$ cat src/hdl/ugpfc_map.svh
// register indices, field positions, reset values and pin numbers of the pin function block
// included by the design modules by bare name; the package does not include it
`ifndef UGPFC_MAP_SVH
`define UGPFC_MAP_SVH

// register indices; byte address is four times the index
`define UGPFC_IDX_DELAY 10'h00b
`define UGPFC_IDX_FUNC 10'h00c
`define UGPFC_IDX_DIR 10'h00d
`define UGPFC_IDX_SET 10'h00e
`define UGPFC_IDX_CLR 10'h00f
`define UGPFC_IDX_STATUS 10'h01f

// reset values
`define UGPFC_RST_DELAY 4'h0
`define UGPFC_RST_FUNC 10'h300
`define UGPFC_RST_DIR 10'h000
`define UGPFC_RST_OUT 10'h000

// pin_function_select field positions
`define UGPFC_F_RX_TOGGLE 9
`define UGPFC_F_TX_TOGGLE 8
`define UGPFC_F_CLK_EN 7
`define UGPFC_F_P7_HI 6
`define UGPFC_F_P7_LO 5
`define UGPFC_F_P7_SEL 4
`define UGPFC_F_POL 3
`define UGPFC_F_MODEM_HI 2
`define UGPFC_F_MODEM_LO 0

// status register field position of the internal driver enable
`define UGPFC_S_DRV_EN 15

// pin numbers of the alternate functions
`define UGPFC_PIN_DTR 2
`define UGPFC_PIN_DSR 3
`define UGPFC_PIN_CTS 4
`define UGPFC_PIN_FIVE 5
`define UGPFC_PIN_SIX 6
`define UGPFC_PIN_SEVEN 7
`define UGPFC_PIN_EIGHT 8
`define UGPFC_PIN_NINE 9

`endif

$ cat src/hdl/ugpfc_pkg.sv
// types shared by the pin function block and its turn-around counter
// does not include ugpfc_map.svh; the design modules include it themselves
package ugpfc_pkg;

    typedef enum logic [2:0] {
        UGPFC_MODEM_GPIO = 3'b000,
        UGPFC_MODEM_RTS_CTS = 3'b001,
        UGPFC_MODEM_DTR_DSR = 3'b010,
        UGPFC_MODEM_EN_SEND = 3'b011,
        UGPFC_MODEM_EN_MATCH = 3'b100
    } ugpfc_modem_t;

    typedef enum logic [1:0] {
        UGPFC_P7_GPIO = 2'b00,
        UGPFC_P7_EN_SEND = 2'b01,
        UGPFC_P7_EN_MATCH = 2'b10
    } ugpfc_p7_t;

    // signals from the serial port logic, same clock
    typedef struct packed {
        logic tx_busy;
        logic bit_tick;
        logic tx_toggle;
        logic rx_toggle;
        logic addr_match;
        logic rts;
        logic dtr;
        logic clk_out;
    } ugpfc_uart_t;

    // flow control levels handed back to the serial port
    typedef struct packed {
        logic cts;
        logic dsr;
    } ugpfc_flow_t;

    typedef struct packed {
        logic busy_prev;
        logic hold;
        logic [3:0] cnt;
        logic active;
    } ugpfc_ta_state_t;

    typedef struct packed {
        logic [3:0] delay;
        logic [9:0] func;
        logic [9:0] dir;
        logic [9:0] latch;
        logic [9:0] sync1;
        logic [9:0] sync2;
        logic [9:0] pin_out;
        logic [9:0] pin_oe;
        logic drv_en;
        logic cts;
        logic dsr;
        logic pready;
        logic pslverr;
        logic [31:0] prdata;
    } ugpfc_state_t;

endpackage

$ cat src/hdl/ugpfc_turnaround.sv
// transceiver turn-around counter: holds the send enable for a number of bit periods
// assumes bit_tick is a one-cycle pulse per bit time and tx_busy covers the last stop bit
`timescale 1ns/1ps
`include "ugpfc_map.svh"

module ugpfc_turnaround
    import ugpfc_pkg::*;
(
    // clock and reset
    input wire logic pclk,
    input wire logic presetn,
    // serial port side
    input wire logic tx_busy,
    input wire logic bit_tick,
    input wire logic [3:0] delay,
    // enable while sending, including the tail
    output logic active
);

    ugpfc_ta_state_t q, d;

    always_comb
    begin
        d = q;
        d.busy_prev = tx_busy;
        if (tx_busy)
        begin
            d.hold = 1'b0;
            d.cnt = 4'h0;
        end
        else if (q.busy_prev && delay != 4'h0)
        begin
            // counting starts after the final stop bit has gone out
            d.hold = 1'b1;
            d.cnt = delay;
        end
        else if (q.hold && bit_tick)
        begin
            if (q.cnt == 4'h1)
            begin
                d.hold = 1'b0;
            end
            d.cnt = q.cnt - 4'h1;
        end
        d.active = tx_busy | d.hold;
    end

    always_ff @(posedge pclk or negedge presetn)
    begin
        if (!presetn)
        begin
            q <= '0;
        end
        else
        begin
            q <= d;
        end
    end

    assign active = q.active;

endmodule

$ cat src/hdl/ugpfc_top.sv
// pin function and general purpose i/o control of one serial channel, apb slave
// assumes the serial port logic on pclk supplies activity levels and a bit-time tick
`timescale 1ns/1ps
`include "ugpfc_map.svh"

// Contract
// wait programmed bit times before releasing driver
// count bit periods after last stop bit
// mode bit 9 selects receive toggle on pin nine
// mode bit 8 selects transmit toggle on pin eight
// mode bit 7 puts clock on pin six
// field 6:5 selects pin seven enable role
// bit 4 moves enable to pin seven
// software keeps pin five function distinct
// bit 3 sets driver enable polarity
// field 2:0 assigns modem flow pins
// field 2:0 codes make pin five enable
// software avoids reserved mode codes
// direction bit one drives the pin
// alternate pins ignore direction bits
// set register drives ones high
// clear register drives ones low
// input pins stay undriven after set or clear
// alternate pins ignore set and clear
// software writes zeros to reserved bits
// software pairs flow mode with pin mode
module ugpfc_top
    import ugpfc_pkg::*;
#(
    parameter int ADDR_W = 12
)
(
    // clock and reset
    input wire logic pclk,
    input wire logic presetn,
    // apb slave
    input wire logic psel,
    input wire logic penable,
    input wire logic pwrite,
    input wire logic [ADDR_W-1:0] paddr,
    input wire logic [31:0] pwdata,
    output logic [31:0] prdata,
    output logic pready,
    output logic pslverr,
    // serial port side
    input wire ugpfc_uart_t uart,
    output ugpfc_flow_t flow,
    // pins
    input wire logic [9:0] pin_in,
    output logic [9:0] pin_out,
    output logic [9:0] pin_oe
);

    ugpfc_state_t q, d;
    logic ta_active;
    logic [9:0] alt;
    logic [9:0] alt_val;
    logic [9:0] alt_oe;
    logic [9:0] idx;
    logic mapped;
    logic access;
    logic en_raw;
    logic en_pin;
    logic [2:0] modem;
    logic [1:0] p7;

    ugpfc_turnaround u_turnaround (
        .pclk(pclk),
        .presetn(presetn),
        .tx_busy(uart.tx_busy),
        .bit_tick(uart.bit_tick),
        .delay(q.delay),
        .active(ta_active)
    );

    assign idx = paddr[11:2];
    assign modem = q.func[`UGPFC_F_MODEM_HI:`UGPFC_F_MODEM_LO];
    assign p7 = q.func[`UGPFC_F_P7_HI:`UGPFC_F_P7_LO];
    assign access = psel && penable && q.pready;

    // alternate function map; reserved codes fall back to plain i/o
    always_comb
    begin
        alt = 10'h000;
        alt_val = 10'h000;
        alt_oe = 10'h000;
        en_raw = 1'b0;
        if (q.func[`UGPFC_F_P7_SEL])
        begin
            if (p7 == UGPFC_P7_EN_SEND)
            begin
                en_raw = ta_active;
            end
            else if (p7 == UGPFC_P7_EN_MATCH)
            begin
                en_raw = uart.addr_match;
            end
        end
        else
        begin
            if (modem == UGPFC_MODEM_EN_SEND)
            begin
                en_raw = ta_active;
            end
            else if (modem == UGPFC_MODEM_EN_MATCH)
            begin
                en_raw = uart.addr_match;
            end
        end
        // driver enable polarity
        en_pin = q.func[`UGPFC_F_POL] ? en_raw : ~en_raw;
        if (q.func[`UGPFC_F_RX_TOGGLE])
        begin
            alt[`UGPFC_PIN_NINE] = 1'b1;
            alt_val[`UGPFC_PIN_NINE] = uart.rx_toggle;
            alt_oe[`UGPFC_PIN_NINE] = 1'b1;
        end
        if (q.func[`UGPFC_F_TX_TOGGLE])
        begin
            alt[`UGPFC_PIN_EIGHT] = 1'b1;
            alt_val[`UGPFC_PIN_EIGHT] = uart.tx_toggle;
            alt_oe[`UGPFC_PIN_EIGHT] = 1'b1;
        end
        if (q.func[`UGPFC_F_CLK_EN])
        begin
            alt[`UGPFC_PIN_SIX] = 1'b1;
            alt_val[`UGPFC_PIN_SIX] = uart.clk_out;
            alt_oe[`UGPFC_PIN_SIX] = 1'b1;
        end
        if (q.func[`UGPFC_F_P7_SEL] && (p7 == UGPFC_P7_EN_SEND || p7 == UGPFC_P7_EN_MATCH))
        begin
            alt[`UGPFC_PIN_SEVEN] = 1'b1;
            alt_val[`UGPFC_PIN_SEVEN] = en_pin;
            alt_oe[`UGPFC_PIN_SEVEN] = 1'b1;
        end
        case (modem)
            UGPFC_MODEM_RTS_CTS:
            begin
                alt[`UGPFC_PIN_CTS] = 1'b1;
                alt[`UGPFC_PIN_FIVE] = 1'b1;
                alt_val[`UGPFC_PIN_FIVE] = uart.rts;
                alt_oe[`UGPFC_PIN_FIVE] = 1'b1;
            end
            UGPFC_MODEM_DTR_DSR:
            begin
                alt[`UGPFC_PIN_DSR] = 1'b1;
                alt[`UGPFC_PIN_DTR] = 1'b1;
                alt_val[`UGPFC_PIN_DTR] = uart.dtr;
                alt_oe[`UGPFC_PIN_DTR] = 1'b1;
            end
            UGPFC_MODEM_EN_SEND, UGPFC_MODEM_EN_MATCH:
            begin
                // with the enable moved to pin seven, pin five is left to plain i/o
                if (!q.func[`UGPFC_F_P7_SEL])
                begin
                    alt[`UGPFC_PIN_FIVE] = 1'b1;
                    alt_val[`UGPFC_PIN_FIVE] = en_pin;
                    alt_oe[`UGPFC_PIN_FIVE] = 1'b1;
                end
            end
            default:
            begin
                alt = alt;
            end
        endcase
    end

    always_comb
    begin
        d = q;
        d.sync1 = pin_in;
        d.sync2 = q.sync1;
        d.cts = q.sync2[`UGPFC_PIN_CTS];
        d.dsr = q.sync2[`UGPFC_PIN_DSR];
        d.drv_en = en_raw;
        mapped = 1'b0;
        if (paddr[1:0] != 2'b00)
        begin
            mapped = 1'b0;
        end
        else if (idx == `UGPFC_IDX_DELAY || idx == `UGPFC_IDX_FUNC || idx == `UGPFC_IDX_DIR)
        begin
            mapped = 1'b1;
        end
        else if (idx == `UGPFC_IDX_SET || idx == `UGPFC_IDX_CLR || idx == `UGPFC_IDX_STATUS)
        begin
            mapped = 1'b1;
        end
        // one wait-free access phase; answer prepared in the setup cycle
        d.pready = psel && !penable;
        if (psel && !penable)
        begin
            d.pslverr = !mapped;
            d.prdata = 32'h0000_0000;
            if (pwrite || !mapped)
            begin
                d.prdata = 32'h0000_0000;
            end
            else if (idx == `UGPFC_IDX_DELAY)
            begin
                d.prdata = {28'h000_0000, q.delay};
            end
            else if (idx == `UGPFC_IDX_FUNC)
            begin
                d.prdata = {22'h00_0000, q.func};
            end
            else if (idx == `UGPFC_IDX_DIR)
            begin
                d.prdata = {22'h00_0000, q.dir};
            end
            else if (idx == `UGPFC_IDX_STATUS)
            begin
                d.prdata = {16'h0000, q.drv_en, 5'h00, q.sync2};
            end
        end
        else if (access)
        begin
            d.pslverr = 1'b0;
            d.prdata = 32'h0000_0000;
        end
        if (access && pwrite && mapped)
        begin
            if (idx == `UGPFC_IDX_DELAY)
            begin
                d.delay = pwdata[3:0];
            end
            else if (idx == `UGPFC_IDX_FUNC)
            begin
                d.func = pwdata[9:0];
            end
            else if (idx == `UGPFC_IDX_DIR)
            begin
                d.dir = pwdata[9:0];
            end
            else if (idx == `UGPFC_IDX_SET)
            begin
                // inputs keep the level latched but undriven; alternate pins untouched
                d.latch = q.latch | (pwdata[9:0] & ~alt);
            end
            else if (idx == `UGPFC_IDX_CLR)
            begin
                d.latch = q.latch & ~(pwdata[9:0] & ~alt);
            end
        end
        // alternate pins follow their function, not the direction bits
        d.pin_oe = (alt & alt_oe) | (~alt & q.dir);
        d.pin_out = (alt & alt_val) | (~alt & q.latch);
    end

    always_ff @(posedge pclk or negedge presetn)
    begin
        if (!presetn)
        begin
            q <= '0;
            q.delay <= `UGPFC_RST_DELAY;
            q.func <= `UGPFC_RST_FUNC;
            q.dir <= `UGPFC_RST_DIR;
            q.latch <= `UGPFC_RST_OUT;
        end
        else
        begin
            q <= d;
        end
    end

    assign prdata = q.prdata;
    assign pready = q.pready;
    assign pslverr = q.pslverr;
    assign pin_out = q.pin_out;
    assign pin_oe = q.pin_oe;
    assign flow.cts = q.cts;
    assign flow.dsr = q.dsr;

endmodule

$ cat config.mk
export PLATFORM = sky130hd
export DESIGN_NAME = ugpfc_top
export DESIGN_NICKNAME = d
export VERILOG_FILES = /design/src/hdl/ugpfc_pkg.sv /design/src/hdl/ugpfc_turnaround.sv /design/src/hdl/ugpfc_top.sv
export VERILOG_INCLUDE_DIRS = /design/src /design/src/hdl
export SDC_FILE = /design/constraint.sdc
export NUM_CORES = 1
export LEC_CHECK = 0
export ABC_AREA = 1
export BUFFER_PORTS_ARGS = -buffer_cell sky130_fd_sc_hd__buf_2
export CORE_MARGIN = 2
export CORE_UTILIZATION = 40
export DETAILED_ROUTE_END_ITERATION = 16
export PLACE_DENSITY_LB_ADDON = 0.3
export SLEW_MARGIN = 20
export SYNTH_ARGS = -nofsm -noshare
export SYNTH_HDL_FRONTEND = slang
export SYNTH_SLANG_ARGS = --single-unit
$ cat constraint.sdc
create_clock -name pclk -period 4.2 [get_ports pclk]
set_input_delay 0.42 -clock pclk [delete_from_list [all_inputs] [get_ports pclk]]
set_output_delay 0.42 -clock pclk [all_outputs]
set_load 0.02 [all_outputs]
**After elaboration in Yosys (flattened, before gate mapping)**

Index checks and enable logic that the tools add are counted.

- $add $sub $neg: 1
- Eq/ne operators: 13
- Multiplexer cells: 38
- Bitwise logic cells: 16
- Reductions and logical operators: 26

Operators with widths:

| kind | number |
|---|---|
| two-way mux 16 bit | 5 |
| two-way mux 33 bit | 2 |
| AND 10 bit | 6 |
| == test 10 x 4 -> 1 bit, second input constant | 5 |
| bitwise OR 10 bit | 3 |
| two-way mux 1 bit | 23 |
| two-way mux 10 bit | 2 |
| NOT 10 bit | 2 |
| two-way mux 5 bit | 3 |
| == test 10 x 5 -> 1 bit, second input constant | 1 |
| logical AND 1 bit | 8 |
| == test 3 x 2 -> 1 bit, second input constant | 2 |
| logical OR 1 bit | 6 |
| nonzero test 2 bit | 3 |
| AND reduction 5 bit | 1 |
| == test 4 x 1 -> 1 bit, second input constant | 1 |
| NOT 1 bit | 4 |
| one-hot mux 1 bit (2 select lines) | 2 |
| AND reduction 4 bit | 1 |
| nonzero test 4 bit | 1 |
| subtractor 4 x 1 -> 4 bit, second input constant | 1 |
| == test 3 x 1 -> 1 bit, second input constant | 1 |
| == test 3 bit, second input constant | 1 |
| AND reduction 3 bit | 1 |
| other kinds (8) | 9 |

- Flip-flop bits (word level): 118
- Output and inout bits: 56
- Logic and storage cells: 112

**Longest topological paths before layout**

- Depth in word-level cells: 10
- Mapped depth: 11

**Modules after synthesis**

From an unflattened synthesis, not the netlist that was laid out.

- Cell total of the unflattened synthesis: 530
- Area, all modules: 4638.2 sq um

Modules (own cells, without submodules):

| module | instances | cells each | area an instance (sq um) |
|---|---|---|---|
| ugpfc_top | 1 | 475 | 4214.0 |
| ugpfc_turnaround | 1 | 55 | 424.2 |

**Worst setup path after synthesis**

Ideal clock, no wire load.

- Kind: in2reg
- From: in paddr[11]
- To: reg q[101] (netlist name)
- Arrival time: 1.588 ns
- Data required time: 4.073 ns
- Slack: 2.485 ns
- Stages on the path: 9
- Cells stage by stage: nor2_2 nand3_4 nor2_2 nor2_1 nand2_2 nand3_4 nor2_8 buf_6 o21ai_0

- Longest elaborated chain between the ends: 8

RTL lines:

| what | RTL line | text |
|---|---|---|
| start, declared | ugpfc_top.sv:40 | `input wire logic [ADDR_W-1:0] paddr,` |
| == test 10 x 4 -> 1 bit (no line) | - |  |
| logical OR 1 bit (no line) (2 in series) | - |  |
| two-way mux 1 bit | ugpfc_top.sv:185 | `` else if (idx == `UGPFC_IDX_SET \|\| idx == `UGPFC_IDX_CLR \|\| idx == `UGPFC_IDX_STATUS) `` |
| two-way mux 1 bit | ugpfc_top.sv:181 | `` else if (idx == `UGPFC_IDX_DELAY \|\| idx == `UGPFC_IDX_FUNC \|\| idx == `UGPFC_IDX_DIR) `` |
| two-way mux 1 bit | ugpfc_top.sv:177 | `if (paddr[1:0] != 2'b00)` |
| logical AND 1 bit | ugpfc_top.sv:221 | `if (access && pwrite && mapped)` |
| AND reduction 3 bit (no line) (*) | - |  |
| end, declared | ugpfc_top.sv:54 | `ugpfc_state_t q, d;` |

Mark *: on every way between the ends. The rest lies on a longest branch, timed or not.
A chain may end at the register's enable or synchronous reset.

==> impl_metrics.toml <==
[sta]
final_critical_path_setup_slack_ns = 2.39
timing_worst_slew_pin_value_ns = 0.909
final_min_period_over_clock_period = 0.430
max_slew_margin = 0.392
achievable-frequency_mhz = 554
final.setup_skew_ns = 0.00725
hold_violations = 0
setup_repair_after_global_routing_missed_its_margin = "no"
period_minus_slack_ns = 1.81
final_max_slew_viol_count = 0
setup_violations_final = 0
setup_tns_ns = 0

[die]
initial_utilization = 0.411
boundaryPins = 123
die_y_um = 110
fp.dieW_um = 110
floorplan.die_area_mm2 = 0.0121
placeableCoreArea_mm2 = 0.0109
core.rowCount = 38

[placement]
pre_cts_ws_ns = 2.01
hpwlAfterDp_um = 6430
buffer_ports.inserted = 79
gp_congestion = 0.828

[route]
avgViaCountPerCell = 4.60
drc = 0
detail_route.first_pass.iterations = 4
antenna_left = 0
wirelength_um = 8900
detailedRoute.firstIterationViolations = 181
dr_total_vias = 3130
wire_per_inst_um = 13.1

[synthesis]
asyncSetResetFlopFracSynth = 1.00
synth.cell_area_mm2 = 0.00448
postSynthAreaPerCell_um2 = 9.23
synth_seq_cells = 97
synthCells = 485
post_synth_edffs = 0
synth-main-ff-cell = "dfrtp_1"
synthMostInstantiatedCell = "nand2_1"
synth_top_area_share = 0.531
synth.cells.most_frequent = "97 x nand2_1, 95 x dfrtp_1, 65 x inv_1"
synth_warnings = 0
synth.distinct_cells = 32
post_synth_main_area_contributors = "dfrtp_1 53%, buf_4 9.1%, nand2_1 8.1%"
yosysSeqAreaShare = 0.543
cell_type_with_the_largest_total_area_after_synthesis = "dfrtp_1"

[worst_setup_path]
path_max_fanout = 10
critPathRequiredTime_ns = 4.52
timing.critical_path.from_type = "input port"
timing.critical_path.arrival_ns = 2.12
crit_path_end_kind = "flip-flop"
classification_of_the_worst_setup_path = "in2reg"
r2r.worst_path.cells = 6

[clock_tree]
tritoncts = "yes"
h-tree-depth = 3
tritoncts.num_buffers = 9
cts.clk_slew.worst_paths_ns = 0.10
clockRootBuffer = "clkbuf_8"
worst_skew_pair.late_latency_ns = 0.37
postCtsSetupRepairBufs = 0
ctsLongestPathBuffers = 2
cts_sinks = 97
cts_repair_resize_count = 0
cts_hold_buffers = 0

[hold_path]
min_path_type = "in2async"

[outcome]
outcome = "finished clean"

[grt]
grt_antenna_before_repair = 0
grt_start_max_net_pins = 64
grt_first_pass_wirelength_um = 14300
globalRouteTotalUtil = 0.157
grt_pass1_vias = 2940
grt_overflow = 0

[power]
total_leakage_power_nw = 2.48
power.density_mw_per_mm2 = 350
vdd_ir_drop_max_mv = 0.168

[final_layout]
n_antenna_cell = 0
design.final.nets = 606
area.growth.synth_to_final_pct = 9.25
fill_cells = 1055
post_route_cells_drive_above_1_share = 0.209

[job]
cap_viol_max_count = 0
[placed cells by master (no fill, tap or decap), types with 10 or more instances in the layout]
| cell type | count |
|---|---|
| conb_1 | 21 |
| nand3_1 | 23 |
| inv_1 | 65 |
| nand2_1 | 97 |
| o21ai_0 | 51 |
| o22ai_1 | 15 |
| nor2_1 | 22 |
| buf_2 | 78 |
| o21bai_1 | 10 |
| dfrtp_1 | 95 |
| a21oi_1 | 12 |
[report_power, final]
part           switching (mW)  internal (mW)  total [mW]
Clock                   0.355          0.287       0.642
Sequential            0.00744          0.952       0.959
Combinational          0.0801         0.0319       0.112
Total                   0.443           1.27        1.71
[layout make-up]
class / instances / area [um2] / area share
Inverter: 66 / 248 / 0.0507
Sequential cell: 97 / 2430 / 0.497
Clock inverter: 7 / 85.1 / 0.0174
Clock buffer: 9 / 124 / 0.0253
Tap cell: 140 / 175 / 0.0358
Timing Repair Buffer: 80 / 405 / 0.0829
Multi-Input combinational cell: 281 / 1420 / 0.291
[logic make-up (layout without fill, tap and decap cells)]
group	Yosys count	in the layout	synth area share
buf+inv	127	162	0.156
simple gates	158	158	0.162
xor+xnor	2	2	0.00391
compound gates	96	96	0.123
other cells	1	21	0.000838
fa+ha+maj	4	4	0.0112
flops	97	97	0.543
[metal layers]
layer  global-route usage  share of wire  vias to the layer above
li1                     -              -                     1571
met1                0.213           0.46                     1455
met2                0.240           0.45                       94
met3               0.0415          0.072                       10
met4               0.0606          0.012                        0
met5                    0              0                        -
[stage by stage]
step                      cells  hold slack [ns]  utilization  instance area [um2]  power [mW]
after floorplan             505            0.124            -                 4550        1.05
after global placement      664            0.331        0.430                 4680        1.09
after detailed placement    664            0.335        0.430                 4680        1.09
after CTS                   680            0.129        0.449                 4890        1.73
after global routing        680            0.123        0.449                 4890        1.79
final                       680            0.109        0.449                 4890        1.71
[critical path, cell delays in order]
cell and delay [ns]:
buf_2 0.10, nor2_2 0.22, nand3_4 0.14, nor2_2 0.16, inv_1 0.10, nor2_1 0.70
nand3_1 0.17, nand2_1 0.11
[worst paths after layout]
check                            startpoint            endpoint  slack [ns]
max                                paddr[9]           flip-flop        2.39
min                                 presetn    pready$_DFF_PN0_        0.11
max reg2reg                pready$_DFF_PN0_           flip-flop        2.63
min reg2reg                 d[58]$_DFF_PN0_     q[58]$_DFF_PN0_        0.36
max in group asynchronous           presetn  q[105]$_DFFE_PN1P_        3.11
min in group pclk                 pin_in[7]     d[64]$_DFF_PN0_        0.14
Power figures use the tool's default switching activity.
